### config.mk
export PLATFORM = sky130hd
export DESIGN_NAME = tfo_regs
export DESIGN_NICKNAME = d
export VERILOG_FILES = /design/src/tfo_pkg.sv /design/src/tfo_regs.sv
export SDC_FILE = /design/constraint.sdc
export NUM_CORES = 1
export LEC_CHECK = 0
export BUFFER_PORTS_ARGS = -buffer_cell sky130_fd_sc_hd__buf_4
export CAP_MARGIN = 20
export CORE_MARGIN = 1
export CORE_UTILIZATION = 25
export CTS_CLUSTER_DIAMETER = 60
export CTS_CLUSTER_SIZE = 24
export DETAILED_ROUTE_END_ITERATION = 7
export GPL_TIMING_DRIVEN = 0
export PLACE_DENSITY_LB_ADDON = 0.15
export SLEW_MARGIN = 20
export SYNTH_ARGS = -nofsm -noshare
export SYNTH_HDL_FRONTEND = slang
export SYNTH_SLANG_ARGS = --single-unit
### constraint.sdc
create_clock -name ref_clk -period 3.1 [get_ports ref_clk]
set_clock_uncertainty 0.2 [all_clocks]
set_input_delay 0.465 -clock ref_clk [delete_from_list [all_inputs] [get_ports ref_clk]]
set_output_delay 0.465 -clock ref_clk [all_outputs]
set_load 0.03 [all_outputs]
### src/tfo_pkg.sv
// tfo_pkg: register map, field layout, reset values and encodings for the
// thermal failsafe and offset register bank.
// assumes a 32-bit classic wishbone slave; printed offsets are word indices.
package tfo_pkg;
    // printed register indices (byte address = index * 4)
    localparam logic [7:0] R1_CRIT_IDX   = 8'h6a;
    localparam logic [7:0] LOC_CRIT_IDX  = 8'h6b;
    localparam logic [7:0] R2_CRIT_IDX   = 8'h6c;
    localparam logic [7:0] R1L_HYST_IDX  = 8'h6d;
    localparam logic [7:0] R2_HYST_IDX   = 8'h6e;
    localparam logic [7:0] TEST_EN_IDX   = 8'h6f;
    localparam logic [7:0] R1_OFS_IDX    = 8'h70;
    localparam logic [7:0] LOC_OFS_IDX   = 8'h71;
    localparam logic [7:0] R2_OFS_IDX    = 8'h72;
    // own registers for loose control and status bits
    localparam logic [7:0] CTRL_IDX      = 8'h80;
    localparam logic [7:0] STAT_IDX      = 8'h81;
    localparam logic [7:0] IRQ_STAT_IDX  = 8'h82;
    localparam logic [7:0] IRQ_MASK_IDX  = 8'h83;
    localparam logic [7:0] START_IDX     = 8'h84;
    // reset values
    localparam logic [7:0] CRIT_RST      = 8'h64;
    localparam logic [7:0] R1L_HYST_RST  = 8'h44;
    localparam logic [7:0] R2_HYST_RST   = 8'h40;
    localparam logic [7:0] ZERO_RST      = 8'h00;
    localparam logic [7:0] START_RST     = 8'h5a;
    // encodings and fields
    localparam logic [7:0] CRIT_DISABLE  = 8'h80;
    localparam int         CTRL_LOCK_BIT = 0;
    localparam int         CTRL_PIN_OUT  = 1;
    localparam int         TEST_EN_BIT   = 0;
    localparam int         FRAC_BITS     = 2;
    // interrupt status bits: crit state per channel, overtemp pin assert
    localparam int         IRQ_W         = 4;
    localparam int         NCH           = 3;
endpackage : tfo_pkg

### src/tfo_regs.sv
// tfo_regs: critical limits, hysteresis, test enable and temperature offset
// registers, with the failsafe full-duty and fan start hysteresis logic.
// assumes raw readings in 10-bit two's complement, quarter-degree lsb,
// with a one-cycle valid strobe per channel from the measurement engine.
//
// Overview of operation
// RQ1: three 8-bit critical limits, remote 1, local, remote 2, reset to 100 degrees.
// RQ2: any channel above its critical limit forces all fan outputs to full duty.
// RQ3: a critical limit of 0x80 disables forcing for that channel.
// RQ4: forcing holds until temperature drops below limit minus channel hysteresis.
// RQ5: with the pin set as output, drive it low a quarter degree over limit.
// RQ6: with the lock bit set, every register here ignores writes; irq status and irq mask stay writable under lock.
// RQ7: 4-bit hysteresis per channel in two registers, resets 0x44 and 0x40.
// RQ8: below fan start threshold, keep minimum duty until threshold minus hysteresis.
// RQ9: hysteresis counts whole degrees, zero to fifteen.
// RQ10: software should program hysteresis of four degrees or more.
// RQ11: bit 0 of the test register enters logic-tree test mode, resets zero.
// RQ12: software must not write the upper seven test register bits.
// RQ13: signed quarter-degree offset added to every remote 1 reading, reset zero.
// RQ14: signed quarter-degree offset added to every local reading, reset zero.
// RQ15: signed quarter-degree offset added to every remote 2 reading, reset zero.
// RQ16: offsets apply before every threshold and limit comparison.
//
// The Wishbone interface to the registers was decided locally.
`timescale 1ns/1ps
module tfo_regs (
    input  wire logic        ref_clk,             // 250 MHz clock
    input  wire logic        resetn,              // async reset, active low
    input  wire logic        wb_cyc_i,            // wishbone cycle
    input  wire logic        wb_stb_i,            // wishbone strobe
    input  wire logic        wb_we_i,             // wishbone write enable
    input  wire logic [9:0]  wb_adr_i,            // byte address
    input  wire logic [3:0]  wb_sel_i,            // byte selects
    input  wire logic [31:0] wb_dat_i,            // write data
    output logic      [31:0] wb_dat_o,            // read data
    output logic             wb_ack_o,            // wishbone acknowledge
    output logic             wb_err_o,            // unmapped address
    input  wire logic [9:0]  r1_raw,              // remote 1 raw reading
    input  wire logic [9:0]  loc_raw,             // local raw reading
    input  wire logic [9:0]  r2_raw,              // remote 2 raw reading
    input  wire logic [2:0]  raw_valid,           // reading strobes, bit per channel
    output logic      [9:0]  r1_temp,             // corrected remote 1
    output logic      [9:0]  loc_temp,            // corrected local
    output logic      [9:0]  r2_temp,             // corrected remote 2
    output logic             force_full_duty,     // all fans to full duty
    output logic      [2:0]  min_fan_duty_hold,   // fan held at minimum duty
    output logic             logic_tree_test_on,  // pin test mode
    input  wire logic        overtemp_pin_i,      // overtemp pin level in
    output logic             overtemp_pin_o,      // overtemp pin drive value
    output logic             overtemp_pin_oe,     // overtemp pin drive enable
    output logic             irq                  // level interrupt
);
    logic [7:0] crit_q [3];
    logic [7:0] ofs_q  [3];
    logic [7:0] start_q;
    logic [7:0] hyst1l_q, hyst2_q, test_q, ctrl_q;
    logic [9:0] temp_q [3];
    logic [2:0] crit_act_q, start_act_q, over_q;
    logic [tfo_pkg::IRQ_W-1:0] irq_stat_q, irq_mask_q, irq_evt;
    logic [7:0] idx;
    logic       req, wr, locked, hit, cfg_we;
    logic [7:0] rd_mux;
    logic [3:0] hyst [3];

    assign idx    = wb_adr_i[9:2];
    assign req    = wb_cyc_i & wb_stb_i & ~wb_ack_o & ~wb_err_o;
    assign wr     = req & wb_we_i & wb_sel_i[0] & hit;
    assign locked = ctrl_q[tfo_pkg::CTRL_LOCK_BIT];
    assign cfg_we = wr & ~locked; // RQ6
    // hysteresis nibbles: remote 1 high, local low, remote 2 high
    assign hyst[0] = hyst1l_q[7:4]; // RQ7
    assign hyst[1] = hyst1l_q[3:0]; // RQ7
    assign hyst[2] = hyst2_q[7:4];  // RQ7

    // whole-degree limit to quarter-degree scale, two zero bits appended
    function automatic logic [9:0] to_q(input logic [7:0] deg);
        to_q = {deg[7:0], 2'b00};
    endfunction : to_q

    // whole degrees of hysteresis to quarter-degree scale
    function automatic logic [9:0] hy_q(input logic [3:0] h);
        hy_q = {4'h0, h, 2'b00}; // RQ9
    endfunction : hy_q

    // signed compare a > b on quarter-degree values
    function automatic logic gt(input logic [9:0] a, input logic [9:0] b);
        gt = $signed(a) > $signed(b);
    endfunction : gt

    // one write strobe per register index
    function automatic logic hit_at(input logic en, input logic [7:0] a, input logic [7:0] at);
        hit_at = en && (a == at);
    endfunction : hit_at

    // address decode and read mux
    always_comb begin
        hit    = 1'b1;
        rd_mux = 8'h00;
        case (idx)
            tfo_pkg::R1_CRIT_IDX:  rd_mux = crit_q[0];
            tfo_pkg::LOC_CRIT_IDX: rd_mux = crit_q[1];
            tfo_pkg::R2_CRIT_IDX:  rd_mux = crit_q[2];
            tfo_pkg::R1L_HYST_IDX: rd_mux = hyst1l_q;
            tfo_pkg::R2_HYST_IDX:  rd_mux = hyst2_q;
            tfo_pkg::TEST_EN_IDX:  rd_mux = test_q;
            tfo_pkg::R1_OFS_IDX:   rd_mux = ofs_q[0];
            tfo_pkg::LOC_OFS_IDX:  rd_mux = ofs_q[1];
            tfo_pkg::R2_OFS_IDX:   rd_mux = ofs_q[2];
            tfo_pkg::CTRL_IDX:     rd_mux = ctrl_q;
            tfo_pkg::STAT_IDX:     rd_mux = {1'b0, over_q, start_act_q, force_full_duty};
            tfo_pkg::IRQ_STAT_IDX: rd_mux = {4'h0, irq_stat_q};
            tfo_pkg::IRQ_MASK_IDX: rd_mux = {4'h0, irq_mask_q};
            tfo_pkg::START_IDX:    rd_mux = start_q;
            default:               hit    = 1'b0;
        endcase
    end

    // ack one edge after a mapped request, a single pulse
    always_ff @(posedge ref_clk or negedge resetn) begin
        if (!resetn) begin
            wb_ack_o <= 1'b0;
        end else begin
            wb_ack_o <= req & hit;
        end
    end

    // err one edge after an unmapped request, a single pulse
    always_ff @(posedge ref_clk or negedge resetn) begin
        if (!resetn) begin
            wb_err_o <= 1'b0;
        end else begin
            wb_err_o <= req & ~hit;
        end
    end

    // read data stands with ack only, zero otherwise
    always_ff @(posedge ref_clk or negedge resetn) begin
        if (!resetn) begin
            wb_dat_o <= 32'h0000_0000;
        end else if (req && hit && !wb_we_i) begin
            wb_dat_o <= {24'h000000, rd_mux};
        end else begin
            wb_dat_o <= 32'h0000_0000;
        end
    end

    // critical limits; lock freezes them
    always_ff @(posedge ref_clk or negedge resetn) begin
        if (!resetn) begin
            crit_q[0] <= tfo_pkg::CRIT_RST; // RQ1
            crit_q[1] <= tfo_pkg::CRIT_RST; // RQ1
            crit_q[2] <= tfo_pkg::CRIT_RST; // RQ1
        end else begin
            if (hit_at(cfg_we, idx, tfo_pkg::R1_CRIT_IDX)) begin // RQ6
                crit_q[0] <= wb_dat_i[7:0];
            end
            if (hit_at(cfg_we, idx, tfo_pkg::LOC_CRIT_IDX)) begin // RQ6
                crit_q[1] <= wb_dat_i[7:0];
            end
            if (hit_at(cfg_we, idx, tfo_pkg::R2_CRIT_IDX)) begin // RQ6
                crit_q[2] <= wb_dat_i[7:0];
            end
        end
    end

    // remote 1 and local hysteresis nibbles
    always_ff @(posedge ref_clk or negedge resetn) begin
        if (!resetn) begin
            hyst1l_q <= tfo_pkg::R1L_HYST_RST; // RQ7
        end else if (hit_at(cfg_we, idx, tfo_pkg::R1L_HYST_IDX)) begin // RQ6
            hyst1l_q <= wb_dat_i[7:0];
        end
    end

    // remote 2 hysteresis, low nibble unused
    always_ff @(posedge ref_clk or negedge resetn) begin
        if (!resetn) begin
            hyst2_q <= tfo_pkg::R2_HYST_RST; // RQ7
        end else if (hit_at(cfg_we, idx, tfo_pkg::R2_HYST_IDX)) begin // RQ6
            hyst2_q <= wb_dat_i[7:0];
        end
    end

    // test enable; upper bits stored as written, software keeps them zero
    always_ff @(posedge ref_clk or negedge resetn) begin
        if (!resetn) begin
            test_q <= tfo_pkg::ZERO_RST; // RQ11
        end else if (hit_at(cfg_we, idx, tfo_pkg::TEST_EN_IDX)) begin // RQ6
            test_q <= wb_dat_i[7:0]; // RQ11
        end
    end

    // temperature offsets; lock freezes them
    always_ff @(posedge ref_clk or negedge resetn) begin
        if (!resetn) begin
            ofs_q[0] <= tfo_pkg::ZERO_RST; // RQ13
            ofs_q[1] <= tfo_pkg::ZERO_RST; // RQ14
            ofs_q[2] <= tfo_pkg::ZERO_RST; // RQ15
        end else begin
            if (hit_at(cfg_we, idx, tfo_pkg::R1_OFS_IDX)) begin // RQ6
                ofs_q[0] <= wb_dat_i[7:0];
            end
            if (hit_at(cfg_we, idx, tfo_pkg::LOC_OFS_IDX)) begin // RQ6
                ofs_q[1] <= wb_dat_i[7:0];
            end
            if (hit_at(cfg_we, idx, tfo_pkg::R2_OFS_IDX)) begin // RQ6
                ofs_q[2] <= wb_dat_i[7:0];
            end
        end
    end

    // control; once locked it cannot unlock until reset
    always_ff @(posedge ref_clk or negedge resetn) begin
        if (!resetn) begin
            ctrl_q <= tfo_pkg::ZERO_RST;
        end else if (hit_at(cfg_we, idx, tfo_pkg::CTRL_IDX)) begin // RQ6
            ctrl_q <= wb_dat_i[7:0];
        end
    end

    // shared fan start threshold
    always_ff @(posedge ref_clk or negedge resetn) begin
        if (!resetn) begin
            start_q <= tfo_pkg::START_RST;
        end else if (hit_at(cfg_we, idx, tfo_pkg::START_IDX)) begin // RQ6
            start_q <= wb_dat_i[7:0];
        end
    end

    // offset added to every fresh reading; offset sign extended
    always_ff @(posedge ref_clk or negedge resetn) begin
        if (!resetn) begin
            temp_q[0] <= 10'h000;
            temp_q[1] <= 10'h000;
            temp_q[2] <= 10'h000;
        end else begin
            if (raw_valid[0]) temp_q[0] <= r1_raw  + {{2{ofs_q[0][7]}}, ofs_q[0]}; // RQ13
            if (raw_valid[1]) temp_q[1] <= loc_raw + {{2{ofs_q[1][7]}}, ofs_q[1]}; // RQ14
            if (raw_valid[2]) temp_q[2] <= r2_raw  + {{2{ofs_q[2][7]}}, ofs_q[2]}; // RQ15
        end
    end

    // failsafe state per channel on corrected values only
    always_ff @(posedge ref_clk or negedge resetn) begin
        if (!resetn) begin
            crit_act_q <= 3'b000;
        end else begin
            for (int c = 0; c < tfo_pkg::NCH; c++) begin
                // disable code wins; enter above limit, leave below limit minus hysteresis
                if (crit_q[c] == tfo_pkg::CRIT_DISABLE) begin
                    crit_act_q[c] <= 1'b0; // RQ3
                end else if (gt(temp_q[c], to_q(crit_q[c]))) begin
                    crit_act_q[c] <= 1'b1; // RQ2 RQ16
                end else if (gt(to_q(crit_q[c]) - hy_q(hyst[c]), temp_q[c])) begin
                    crit_act_q[c] <= 1'b0; // RQ4
                end
            end
        end
    end

    // pin trip point sits a quarter degree past the limit
    always_ff @(posedge ref_clk or negedge resetn) begin
        if (!resetn) begin
            over_q <= 3'b000;
        end else begin
            for (int c = 0; c < tfo_pkg::NCH; c++) begin
                if (crit_q[c] == tfo_pkg::CRIT_DISABLE) begin
                    over_q[c] <= 1'b0; // RQ3
                end else begin
                    over_q[c] <= gt(temp_q[c], to_q(crit_q[c]) + 10'h001); // RQ5
                end
            end
        end
    end

    // fan start band: runs above threshold, may stop below threshold minus hysteresis
    always_ff @(posedge ref_clk or negedge resetn) begin
        if (!resetn) begin
            start_act_q <= 3'b000;
        end else begin
            for (int c = 0; c < tfo_pkg::NCH; c++) begin
                if (gt(temp_q[c], to_q(start_q))) begin
                    start_act_q[c] <= 1'b1; // RQ8 RQ16
                end else if (gt(to_q(start_q) - hy_q(hyst[c]), temp_q[c])) begin
                    start_act_q[c] <= 1'b0; // RQ8
                end
            end
        end
    end

    // any channel in critical state drives every fan to full duty
    always_ff @(posedge ref_clk or negedge resetn) begin
        if (!resetn) begin
            force_full_duty <= 1'b0;
        end else begin
            force_full_duty <= |crit_act_q; // RQ2
        end
    end

    // per-channel hold at minimum duty inside the start band
    always_ff @(posedge ref_clk or negedge resetn) begin
        if (!resetn) begin
            min_fan_duty_hold <= 3'b000;
        end else begin
            min_fan_duty_hold <= start_act_q; // RQ8
        end
    end

    // pin test mode follows the enable bit
    always_ff @(posedge ref_clk or negedge resetn) begin
        if (!resetn) begin
            logic_tree_test_on <= 1'b0;
        end else begin
            logic_tree_test_on <= test_q[tfo_pkg::TEST_EN_BIT]; // RQ11
        end
    end

    // open drain: the value is always low, only the enable moves
    always_ff @(posedge ref_clk or negedge resetn) begin
        if (!resetn) begin
            overtemp_pin_o  <= 1'b0;
            overtemp_pin_oe <= 1'b0;
        end else begin
            overtemp_pin_o  <= 1'b0;
            overtemp_pin_oe <= ctrl_q[tfo_pkg::CTRL_PIN_OUT] & (|over_q); // RQ5
        end
    end

    // corrected readings to the outside
    always_ff @(posedge ref_clk or negedge resetn) begin
        if (!resetn) begin
            r1_temp  <= 10'h000;
            loc_temp <= 10'h000;
            r2_temp  <= 10'h000;
        end else begin
            r1_temp  <= temp_q[0]; // RQ13
            loc_temp <= temp_q[1]; // RQ14
            r2_temp  <= temp_q[2]; // RQ15
        end
    end

    // events: channel in critical state, and pin seen pulled low
    assign irq_evt = {(|over_q) & ~overtemp_pin_i & ctrl_q[tfo_pkg::CTRL_PIN_OUT],
                      crit_act_q};

    // sticky status, write one to clear; a new event wins over the clear
    always_ff @(posedge ref_clk or negedge resetn) begin
        if (!resetn) begin
            irq_stat_q <= 4'h0;
        end else if (hit_at(wr, idx, tfo_pkg::IRQ_STAT_IDX)) begin
            irq_stat_q <= (irq_stat_q & ~wb_dat_i[3:0]) | irq_evt;
        end else begin
            irq_stat_q <= irq_stat_q | irq_evt;
        end
    end

    // mask stays writable under lock so software can still quiet the line
    always_ff @(posedge ref_clk or negedge resetn) begin
        if (!resetn) begin
            irq_mask_q <= 4'h0;
        end else if (hit_at(wr, idx, tfo_pkg::IRQ_MASK_IDX)) begin
            irq_mask_q <= wb_dat_i[3:0];
        end
    end

    // level interrupt; events count at once so the line does not lag
    always_ff @(posedge ref_clk or negedge resetn) begin
        if (!resetn) begin
            irq <= 1'b0;
        end else begin
            irq <= |((irq_stat_q | irq_evt) & irq_mask_q);
        end
    end

endmodule : tfo_regs

==> summary.txt, run 1 <==
Clocking
  – Clk buf depth: 2
  – CTS Sinks: 182
  – CTS tree: yes
  – H-tree lvl count: 4
  – Skew-Pair Late Insertion Delay: about 500 ps
  – Num CTS Buffers: 17
  – Clock transition at path regs: 80 ps
  – Clk Tree Root Cell: clkbuf_16

Min path
  – Hold Path Class: input pin to flop
  – Critical hold path startpoint: raw_valid[2]

STA
  – Fin worst setup slack: -26.3 ps
  – Fmax: ~320 MHz
  – Final hold vios: 0
  – Crit path time final: roughly 3100 ps
  – # setup viols final: 1
  – Slew headroom: between 30% and 40%
  – Max-slew violations: 0
  – Part of the cycle the worst path needs: 101%
  – Slew @ Worst Pin: 1030 ps
  – RSZ-0062 raised after global routing: true

Outcome
  – Status: complete, but fails checks
  – Failing checks: setup timing

Power and ir drop
  – Net Switching: 0.00190 W
  – Gate power share: 16.9%
  – Switch share: between 30% and 40%
  – Pwr/cell area: 397 nW/um^2
  – P_leak: 6.69 nW
  – Peak VDD IR: slightly below 0.4 mV
  – Clock power share: 39.5%
  – Internal Power: 0.00410 W
  – Flop pwr share: a little over two fifths

Critical path
  – Data arrival, critical path: 3370 ps
  – Crit Path Max Fanout: 3
  – Worst setup path start: start_q[0]$_DFFE_PN0P_
  – Worst r2r src: start_q[0]$_DFFE_PN0P_
  – Worst Setup EP: start_act_q[2]$_DFFE_PN0P_
  – Worst Reg-to-Reg Cells: 15
  – Reg2Reg Setup Slack: -30 ps
  – RR Endpoint: start_act_q[2]$_DFFE_PN0P_
  – Critical Path Source Type: flop
  – Req. time, crit path: 3340 ps
  – Kind of end point of the critical path: flop
  – Setup CP Type: flop to flop

Placed design
  – Post-detailed-placement half-perimeter wirelength: about 34,000 um
  – Placed Area: 14,100 um^2
  – IO buf count: 99
  – GPL Wtd Cong: 0.896
  – Post-placement cell count: 2,042
  – Dpl ws: -573 ps

Drt
  – DRT antenna net count: 0
  – Via count: between 10k and 15k
  – Post-Route WL: ~44,000 um
  – Vias per cell: 4.78
  – Avg WL per Cell: ~21 um
  – Initial DRC count: about 490
  – Drt first pass iters: 5
  – Post-route DRC violation count: 0

Finish
  – Ant diodes: 0
  – Nets: 1,663
  – Share of layout cells above drive strength 1: 24.5%
  – Post-route cell area: 15,100 um^2
  – Final std cells w/o fill: 2,096
  – Area Growth Syn to Fin: 22.1%

Yosys
  – Post-synth top area cell: dfrtp_1
  – Top cells by area, synth: dfrtp_1 (34%), ha_1 (15%), mux2_2 (8.0%)
  – Mapped Avg Cell Area: 9.89 um^2
  – Ys async rst share: 100%
  – Synth Instances: 1,252
  – EDFF count, synth: 0
  – Yosys top cell area share: between 30% and 40%
  – Prevailing post-synth register cell: dfrtp_1
  – Distinct cells, synth: 72
  – Synth Register Bits: roughly 180
  – Synthesized area: around 12,000 um^2
  – Ys Warns: 0
  – Sequential-to-total area share from yosys stat: 37.0%

GRT
  – Vias in the first global route: 9,899
  – First-pass GRT wire length: approximately 64,000 um
  – GRT Total Usage: 17.7%
  – Largest net degree at the start of global routing: 86
  – Initial antenna violation count: 2
  – GR Overflow Total: 0

Die
  – Chip height: 225 um
  – Site row count: 81
  – Chip width: 225 um
  – IO Pins: about 160
  – DIE AREA: around 50,000 um^2
  – Core box area: slightly below 50,000 um^2
  – Starting density of the core: 25.3%

Run
  – Maxcap violations: 0
Yosys cell counts, types with 18 or more instances:
cell type	count
nor2b_1	25
nor2_1	54
inv_1	107
nand3_1	35
clkbuf_1	25
a21oi_1	62
xnor2_1	33
o21ai_0	60
mux2_2	88
nand2_1	100
nand4_1	22
buf_4	25
dfrtp_1	166
nor3_1	37
ha_1	150
o21a_1	18
worst min-delay path by stage:
stage / endpoint / slack (ps) / cells after the start
2_1_floorplan: crit_act_q[0]$_DFFE_PN0P_ / -30 / 0
3_3_place_gp: logic_tree_test_on$_DFF_PN0_ / 210 / 0
3_5_place_dp: r2_temp[3]$_DFF_PN0_ / 140 / 1
4_1_cts: temp_q[3]$_DFFE_PN0P_ / 4 / 2
5_1_grt: ctrl_q[2]$_DFFE_PN0P_ / 30 / 2
6_report: temp_q[3]$_DFFE_PN0P_ / 40 / 2
metal layers:
metal	track usage (%)	part of all wire (%)	up-vias
met5	0	0	-
met4	5.90	2.3	0
met3	3.29	3.3	43
met2	29.3	48	188
met1	23.1	46	4971
li1	-	-	4814
metrics by stage:
| stage | utilization, % | power, W | hold WS, ps | setup TNS, ps |
|---|---|---|---|---|
| 5_1_grt | 30.9 | 0.00630 | 25.8 | -407 |
| 2_1_floorplan | - | 0.00321 | -30.6 | 0 |
| 3_3_place_gp | 28.7 | 0.00365 | 206 | -8870 |
| 4_1_cts | 30.6 | 0.00611 | 4.49 | -16.8 |
| 3_5_place_dp | 28.9 | 0.00367 | 136 | -1850 |
| 6_report | 30.9 | 0.00599 | 40.2 | -26.3 |
power groups by stage:
stage,Clock (W),Combinational [W],Sequential (W)
floorplan,0,0.000536,0.00267
global placement,0,0.000979,0.00267
detailed placement,0,0.000995,0.00267
CTS,0.00247,0.00101,0.00263
global route,0.00254,0.00112,0.00263
finish,0.00236,0.00101,0.00262
cell families after synthesis:
| group | share of synthesized area [%] |
|---|---|
| and+or+nand+nor | 13.6 |
| AOI/OAI and AO/OA | 13.4 |
| DFF | 37.0 |
| buffers and inverters | 5.93 |
| adders and majority gates | 16.6 |
| muxes | 10.3 |
| xor gates and xnor gates | 3.18 |
| other | 0.0303 |
state kept, by name (all words and copies together) (netlist names), 3 cells and up:
name               cells
min_fan_duty_hold      3
start_act_q            3
irq_mask_q             4
temp_q                30
hyst2_q                8
loc_temp              10
ofs_q                 24
over_q                 3
hyst1l_q               8
crit_act_q             3
ctrl_q                 8
r2_temp               10
test_q                 8
start_q                8
crit_q                24
wb_dat_o               8
r1_temp               10
irq_stat_q             4
cell usage in the layout (no fill, tap or decap), types with 15 or more instances in the layout:
cell / synthesis / layout
dfrtp_1: 166 / 160
ha_1: 150 / 147
buf_4: 25 / 138
inv_1: 107 / 99
nand2_1: 100 / 96
mux2_2: 88 / 88
a21oi_1: 62 / 55
o21ai_0: 60 / 54
nor2_1: 54 / 53
nand3_1: 35 / 35
nor3_1: 37 / 32
xnor2_1: 33 / 31
nor2b_1: 25 / 25
conb_1: 1 / 25
clkbuf_1: 25 / 24
nand4_1: 22 / 22
o21a_1: 18 / 18
clkbuf_16: 0 / 17
mux2i_1: 15 / 15
o211ai_1: 15 / 15
dfstp_2: 16 / 15
critical path, stage by stage, from the launching register on:
cell and delay [ps]:
dfrtp_2 460, clkinv_4 100, ha_4 130, inv_2 40, fa_2 390, nand2_2 70, nand2_2 60, a21oi_2 170
nand2_1 110, xnor2_2 170, ha_2 200, or4_4 480, a21oi_2 120, o21ai_1 90, a31oi_1 170, a211o_1 110
layout make-up:
type | instances | area [um^2]
fillers | 5141 | 33700
multi-input cells | 926 | 7340
flip-flops and latches | 182 | 4590
repair buffers | 125 | 1000
well taps | 664 | 831
clock buffers | 17 | 425
inverters | 112 | 425
plain buffers | 55 | 310
clock inverters | 15 | 191
repair_timing:
action,CTS,global route
endpoints found under the setup margin,6,6
hold buffers,7,0
buffers inserted,6,10
pin swaps,7,28
resized for setup,30,38
endpoints found under the hold margin,101,0
No activity file was read; power rests on OpenSTA's default activity.
==> run 2: changes to the inputs <==
ABC_AREA = 1   (was default)
==> run 2 against run 1 <==
Compared with the run above: setup slack gained 91 ps; register-to-register slack improved by 90 ps; flip-flop and latch count is the same; largest cell class unchanged; critical endpoint is now crit_act_q[1]$_DFFE_PN0P_; count of clock-buffer cells in the layout up 1; critical path type unchanged; area after synthesis is 4.2% higher; utilization rose by 0.15 points; via count grew 18%; the run now ends clean; first-iteration DRC count grew 67%.
==> summary.txt, run 2 <==
Critical path
  – Critical Path Source Type: flop
  – Setup CP Type: flop to flop
  – Reg2Reg Setup Slack: 60 ps (+90 ps)
  – CP cell instances: inv_2 > ha_1 > inv_1 > fa_1 > nand2_1 > nand2_1 > a21oi_2 > nand2_1 > xor2_1 > ha_1 > nand2_2 > nor2_2 > nand3_2 > nand4_1 > nand2_1 > nand2_2 > nand2_2 > a21oi_2
  – Stages on worst setup path: 18 (+3)
  – CP max stage delay: 440 ps (-40 ps)
  – Data arrival, critical path: 3250 ps (-120 ps)
  – CP max stage cell: dfrtp_2
  – Worst setup path start: crit_q[8]$_DFFE_PN0P_
  – Req. time, crit path: 3310 ps (-30 ps)
  – RR Endpoint: crit_act_q[1]$_DFFE_PN0P_
  – Buf+Inv Stages, Crit Path: 2 (unchanged)
  – Most frequent CP cell: nand2_1
  – Worst Reg-to-Reg Cells: 18 (+3)
  – CP delay by family, top: simple AND/OR/NAND/NOR gates
  – Crit Path Max Fanout: 3 (unchanged)
  – Worst r2r src: crit_q[8]$_DFFE_PN0P_
  – Kind of end point of the critical path: flop

Power and ir drop
  – Switch share: 31.8% (+0.14 points)
  – P_leak: 8.03 nW (+20%)
  – Internal Power: 0.00388 W (-5.3%)
  – Peak VDD IR: 0.430 mV (+9.3%)
  – Pwr/cell area: 362 nW/um^2 (-8.6%)
  – Net Switching: 0.00181 W (-4.7%)
  – Flop pwr share: 45.5% (+1.8 points)
  – Clock power share: 38.4% (-1.1 points)
  – Gate power share: 16.2% (-0.7 points)

Yosys
  – Yosys top cell area share: 32.2% (-1.3 points)
  – Sequential-to-total area share from yosys stat: 35.5% (-1.5 points)
  – Distinct cells, synth: 40 (-44%)
  – Mapped Avg Cell Area: 7.75 um^2 (-22%)
  – Ys async rst share: 100% (unchanged)
  – Post-synth top area cell: dfrtp_1
  – Synthesized area: 12,900 um^2 (+4.2%)
  – Cell with the most instances after synthesis: nand2_1
  – EDFF count, synth: 0 (unchanged)
  – Synth Instances: 1,664 (+33%)
  – Prevailing post-synth register cell: dfrtp_1
  – Synth Register Bits: 182 (unchanged)
  – Top cells by area, synth: dfrtp_1 (32%), ha_1 (15%), nand2_1 (14%)
  – Ys Warns: 0 (unchanged)
  – Synth cell count leaders: nand2_1 (490), inv_1 (170), dfrtp_1 (166)

Drt
  – Avg WL per Cell: 18.5 um (-11%)
  – Initial DRC count: 817 (+67%)
  – DRT antenna net count: 0 (unchanged)
  – Via count: 11.8k (+18%)
  – Post-Route WL: 46,600 um (+6.9%)
  – Post-route DRC violation count: 0 (unchanged)
  – Vias per cell: 4.70 (-1.6%)
  – Drt first pass iters: 5 (unchanged)

Placed design
  – Placed Area: 14,600 um^2 (+3.6%)
  – Post-placement cell count: 2,461 (+21%)
  – Post-detailed-placement half-perimeter wirelength: 36,500 um (+8.0%)
  – GPL Wtd Cong: 0.871 (-2.8%)
  – IO buf count: 99 (unchanged)

Clocking
  – Clock transition at path regs: 80 ps (about the same)
  – Clk Tree Root Cell: clkbuf_16
  – Num CTS Buffers: 17 (unchanged)
  – Clk buf depth: 2 (unchanged)
  – H-tree lvl count: 4 (unchanged)
  – Skew-Pair Late Insertion Delay: 480 ps (-20 ps)
  – CTS tree: yes
  – CTS Sinks: 182 (unchanged)

STA
  – RSZ-0062 raised after global routing: true
  – Final hold vios: 0 (unchanged)
  – Part of the cycle the worst path needs: 97.9% (-2.9 points)
  – Crit path time final: 3040 ps (-90.7 ps)
  – Slew headroom: 38.4% (+7.7 points)
  – # setup viols final: 0 (-1)
  – Slew @ Worst Pin: 924 ps (-109 ps)
  – Setup TNS: 0 ps (+26.3 ps)
  – Max-slew violations: 0 (unchanged)
  – Fmax: 329 MHz (+3.0%)

Finish
  – Post-route cell area: 15,700 um^2 (+3.8%)
  – Top Registers: temp_q (30), crit_q (24), ofs_q (24)
  – Most frequent cells in the layout: nand2_1 (477), inv_1 (161), dfrtp_1 (161)
  – Nets: 2,071 (+25%)
  – Commonest non-fill, non-tap cell in the layout: nand2_1
  – Largest Register: temp_q
  – Max reg flops: 30 (unchanged)
  – Area Growth Syn to Fin: 21.7%
  – Final std cells w/o fill: 2,513 (+20%)
  – Finished Core Util: 31.1% (+0.15 points)
  – Share of layout cells above drive strength 1: 17.3% (-7.2 points)

Die
  – Site row count: 82 (+1.2%)
  – Starting density of the core: 25.5% (+0.21 points)
  – Chip width: 229 um (+2.0%)
  – Chip height: 229 um (+2.0%)
  – IO Pins: 157 (unchanged)
  – DIE AREA: 52,500 um^2 (+4.1%)
  – Core box area: 50,500 um^2 (+3.3%)

GRT
  – Initial antenna violation count: 1 (-1)
  – GR Overflow Total: 0 (unchanged)
  – GRT Total Usage: 18.0% (+0.27 points)
  – Largest net degree at the start of global routing: 83 (-3.5%)
  – First-pass GRT wire length: 70,400 um (+9.4%)
  – Vias in the first global route: 11.7k (+18%)

Run
  – Maxcap violations: 0 (unchanged)

Min path
  – Hold EP: start_q[4]$_DFFE_PN1P_
  – Critical hold path startpoint: wb_dat_i[4]
  – Hold Path Cell Cnt: 3 (+1)
  – Hold Path Class: input pin to flop

Outcome
  – Status: complete, no violations
[run 2: worst min-delay path, stage by stage]
cell	delay, ps
buf_4	140
nand4_1	90
nand2_1	50
[run 2: what timing repair did]
| action | in CTS | in global routing |
|---|---|---|
| endpoints found under the setup margin | 6 | 6 |
| hold buffers | 1 | 0 |
| hold endpoints to repair | 100 | 0 |
| resized for setup | 14 | 67 |
| setup buffers | 5 | 14 |
| pin swaps | 4 | 42 |
[run 2: power groups by stage]
| stage | Combinational (W) | Clock (W) | Sequential (W) |
|---|---|---|---|
| 3_5_place_dp | 0.000895 | 0 | 0.00263 |
| 6_report | 0.000920 | 0.00218 | 0.00258 |
| 5_1_grt | 0.00103 | 0.00233 | 0.00260 |
| 4_1_cts | 0.000905 | 0.00225 | 0.00259 |
| 2_1_floorplan | 0.000465 | 0 | 0.00265 |
| 3_3_place_gp | 0.000876 | 0 | 0.00263 |
[run 2: worst max-delay path by stage]
stage                                            end  slack, ps
after global placement    start_act_q[1]$_DFFE_PN0P_       -240
final                      crit_act_q[1]$_DFFE_PN0P_         60
after CTS                  crit_act_q[1]$_DFFE_PN0P_          7
after floorplan            crit_act_q[2]$_DFFE_PN0P_        350
after detailed placement  start_act_q[1]$_DFFE_PN0P_       -240
after global routing       crit_act_q[1]$_DFFE_PN0P_       -100
[run 2: cell families (layout without fill, tap and decap cells)]
kind of cell	Yosys count	in the layout	synth area share, %
simple gates	819	819	28.5
other cells	1	26	0.0291
fa+ha+maj	159	159	16.0
buf+inv	254	406	8.45
xor+xnor	47	47	3.19
flops	182	182	35.5
compound gates	202	202	8.43
[run 2: cell type report]
class	instances	area, um^2
Clock buffer	18	439
Antenna cell	1	2.50
Tap cell	672	841
Fill cell	5483	34800
Multi-Input combinational cell	1252	7630
Buffer	72	407
Timing Repair Buffer	121	962
Sequential cell	182	4580
Inverter	181	691
Clock inverter	14	133
[run 2: through the flow]
step | hold WS, ps | total power [W] | setup WS [ps]
final | 62.1 | 0.00568 | 64.4
after CTS | 25.2 | 0.00574 | 7.22
after floorplan | -30.6 | 0.00312 | 348
after detailed placement | 121 | 0.00353 | -244
after global placement | 208 | 0.00351 | -242
after global routing | 48.2 | 0.00596 | -98.1
[run 2: layer usage]
layer  global-route usage, %  up-vias  wire length (um)
li1                        -     5832                 -
met1                    24.2     5655             21700
met2                    28.2      284             21100
met3                    4.22       46              2630
met4                    5.75        2              1060
met5                       0        -                11
==> run 3: changes to the inputs <==
CTS_BUF_LIST = sky130_fd_sc_hd__clkbuf_16   (was default)
==> run 3 against run 2 <==
Compared with the run above: utilization barely moved; count of clock-buffer cells in the layout fell by 1; setup slack got worse by 0.69 ps; maximum frequency barely moved; critical endpoint unchanged; flip-flop and latch count did not move; cell area barely moved; wire length barely moved; combinational power barely moved; via count barely moved; non-clock buffer count did not move; final cell count did not move; die area did not move.
==> summary.txt, run 3 (same netlist as run 2, synthesis figures left out) <==
Outcome
  – Status: complete, no violations

Finish
  – Largest Register: temp_q
  – Commonest non-fill, non-tap cell in the layout: nand2_1
  – Post-route cell area: 15,700 um^2 (about the same)
  – Area Growth Syn to Fin: 21.6% (about the same)
  – Most frequent cells in the layout: nand2_1 (477), inv_1 (161), dfrtp_1 (161)
  – Finished Core Util: 31.1% (about the same)
  – Final std cells w/o fill: 2,513 (unchanged)
  – Max reg flops: 30 (unchanged)
  – Top Registers: temp_q (30), crit_q (24), ofs_q (24)
  – Nets: 2,071 (unchanged)
  – Share of layout cells above drive strength 1: 17.3% (-0.054 points)

Critical path
  – Most frequent CP cell: nand2_1
  – Data arrival, critical path: 3250 ps (about the same)
  – Critical Path Source Type: flop
  – Worst r2r src: crit_q[8]$_DFFE_PN0P_
  – CP cell instances: inv_2 > ha_1 > inv_1 > fa_1 > nand2_1 > nand2_1 > a21oi_2 > nand2_1 > xor2_1 > ha_1 > nand2_2 > nor2_2 > nand3_2 > nand4_1 > nand2_1 > nand2_2 > nand2_2 > a21oi_2
  – Req. time, crit path: 3310 ps (about the same)
  – RR Endpoint: crit_act_q[1]$_DFFE_PN0P_
  – Kind of end point of the critical path: flop
  – Worst Reg-to-Reg Cells: 18 (unchanged)
  – Setup CP Type: flop to flop
  – CP max stage cell: dfrtp_2
  – Crit Path Max Fanout: 3 (unchanged)
  – Reg2Reg Setup Slack: 60 ps (about the same)
  – CP max stage delay: 440 ps (about the same)

Clocking
  – Clk Tree Root Cell: clkbuf_16
  – H-tree lvl count: 4 (unchanged)
  – Num CTS Buffers: 17 (unchanged)
  – CTS tree: yes
  – Clk buf depth: 2 (unchanged)
  – CTS Sinks: 182 (unchanged)
  – Skew-Pair Late Insertion Delay: 480 ps (about the same)
  – Clock transition at path regs: 80 ps (about the same)

Drt
  – Post-Route WL: 46,500 um (about the same)
  – Drt first pass iters: 5 (unchanged)
  – Vias per cell: 4.71 (about the same)
  – Post-route DRC violation count: 0 (unchanged)
  – Via count: 11.8k (+0.042%)
  – Avg WL per Cell: 18.5 um (about the same)
  – DRT antenna net count: 0 (unchanged)
  – Initial DRC count: 846 (+3.5%)

Placed design
  – GPL Wtd Cong: 0.871 (unchanged)
  – IO buf count: 99 (unchanged)
  – Placed Area: 14,600 um^2 (unchanged)
  – Post-detailed-placement half-perimeter wirelength: 36,500 um (unchanged)
  – Post-placement cell count: 2,461 (unchanged)

GRT
  – GRT Total Usage: 18.0% (about the same)
  – First-pass GRT wire length: 70,400 um (about the same)
  – Vias in the first global route: 11.7k (-0.017%)
  – Largest net degree at the start of global routing: 83 (unchanged)
  – GR Overflow Total: 0 (unchanged)
  – Initial antenna violation count: 1 (unchanged)

Power and ir drop
  – Flop pwr share: 45.7% (+0.2 points)
  – Peak VDD IR: 0.429 mV (-0.13%)
  – Gate power share: 16.2% (about the same)
  – Clock power share: 38.1% (-0.3 points)
  – P_leak: 8.02 nW (about the same)
  – Net Switching: 0.00180 W (about the same)
  – Switch share: 31.9% (+0.13 points)
  – Internal Power: 0.00385 W (-0.64%)
  – Pwr/cell area: 361 nW/um^2 (-0.39%)
  – Post-layout total power: 0.00566 W (-0.45%)

Min path
  – Hold Path Class: input pin to flop
  – Critical hold path startpoint: wb_dat_i[4]
  – Hold Path Cell Cnt: 3 (unchanged)
  – Hold EP: start_q[4]$_DFFE_PN1P_

STA
  – Max-slew violations: 0 (unchanged)
  – RSZ-0062 raised after global routing: true
  – Slew headroom: 40.6% (+2.1 points)
  – Crit path time final: 3040 ps (+0.687 ps)
  – Slew @ Worst Pin: 892 ps (-32.0 ps)
  – Final hold vios: 0 (unchanged)
  – Part of the cycle the worst path needs: 97.9% (about the same)
  – Fmax: 329 MHz (about the same)
  – # setup viols final: 0 (unchanged)

Run
  – Maxcap violations: 0 (unchanged)

Die
  – Core box area: 50,500 um^2 (unchanged)
  – Site row count: 82 (unchanged)
  – Chip height: 229 um (unchanged)
  – Starting density of the core: 25.5% (unchanged)
  – IO Pins: 157 (unchanged)
  – Chip width: 229 um (unchanged)
  – DIE AREA: 52,500 um^2 (unchanged)
run 3: cell types whose count changed in the layout (fill, tap and decap cells not counted):
cell,previous run,this run
clkbuf_8,1,0
clkinv_1,5,6
run 3: repair_timing:
item	4_1_cts	5_1_grt
endpoints found under the setup margin	6	6
endpoints found under the hold margin	100	0
setup buffers	5	14
pin swaps	4	42
hold buffers	1	0
gates resized for setup	14	67
run 3: worst max path at each step:
stage	startpoint	end	slack (ps)
global placement	start_q[0]$_DFFE_PN0P_	start_act_q[1]$_DFFE_PN0P_	-240
finish	crit_q[8]$_DFFE_PN0P_	crit_act_q[1]$_DFFE_PN0P_	60
floorplan	hyst2_q[6]$_DFFE_PN1P_	crit_act_q[2]$_DFFE_PN0P_	350
detailed placement	start_q[0]$_DFFE_PN0P_	start_act_q[1]$_DFFE_PN0P_	-240
global route	hyst1l_q[2]$_DFFE_PN1P_	crit_act_q[1]$_DFFE_PN0P_	-100
CTS	crit_q[8]$_DFFE_PN0P_	crit_act_q[1]$_DFFE_PN0P_	7
run 3: critical path: cells and delay by family, from the launching register on:
family	cells	cell delay, ps
compound gates	2	290
xor+xnor	1	160
fa+ha+maj	3	850
buf+inv	2	150
flops	1	440
simple gates	10	870
run 3: stage by stage:
| step | setup slack (ps) | TNS (ps) | hold WS [ps] |
|---|---|---|---|
| final | 63.7 | 0 | 62.2 |
| after global routing | -98.1 | -235 | 48.2 |
| after CTS | 7.22 | 0 | 25.2 |
| after detailed placement | -244 | -716 | 121 |
| after global placement | -242 | -2960 | 208 |
| after floorplan | 348 | 0 | -30.6 |
run 3: final cells by class:
type,count,area (um^2)
Antenna cell,1,2.50
Buffer,72,407
Clock buffer,17,425
Clock inverter,15,136
Fill cell,5482,34800
Inverter,181,691
Multi-Input combinational cell,1252,7630
Sequential cell,182,4580
Tap cell,672,841
Timing Repair Buffer,121,962
run 3: power groups by stage:
stage	clock (W)	combinational, W	sequential, W
after floorplan	0	0.000465	0.00265
after global placement	0	0.000876	0.00263
after detailed placement	0	0.000895	0.00263
after CTS	0.00222	0.000905	0.00259
after global routing	0.00231	0.00103	0.00260
final	0.00216	0.000919	0.00258
run 3: metal layers:
| layer | global-route usage [%] | up-vias | part of all wire (%) |
|---|---|---|---|
| li1 | - | 5839 | - |
| met1 | 24.2 | 5629 | 46 |
| met2 | 28.2 | 302 | 45 |
| met3 | 4.22 | 52 | 5.8 |
| met4 | 5.75 | 2 | 2.3 |
| met5 | 0 | - | 0.024 |
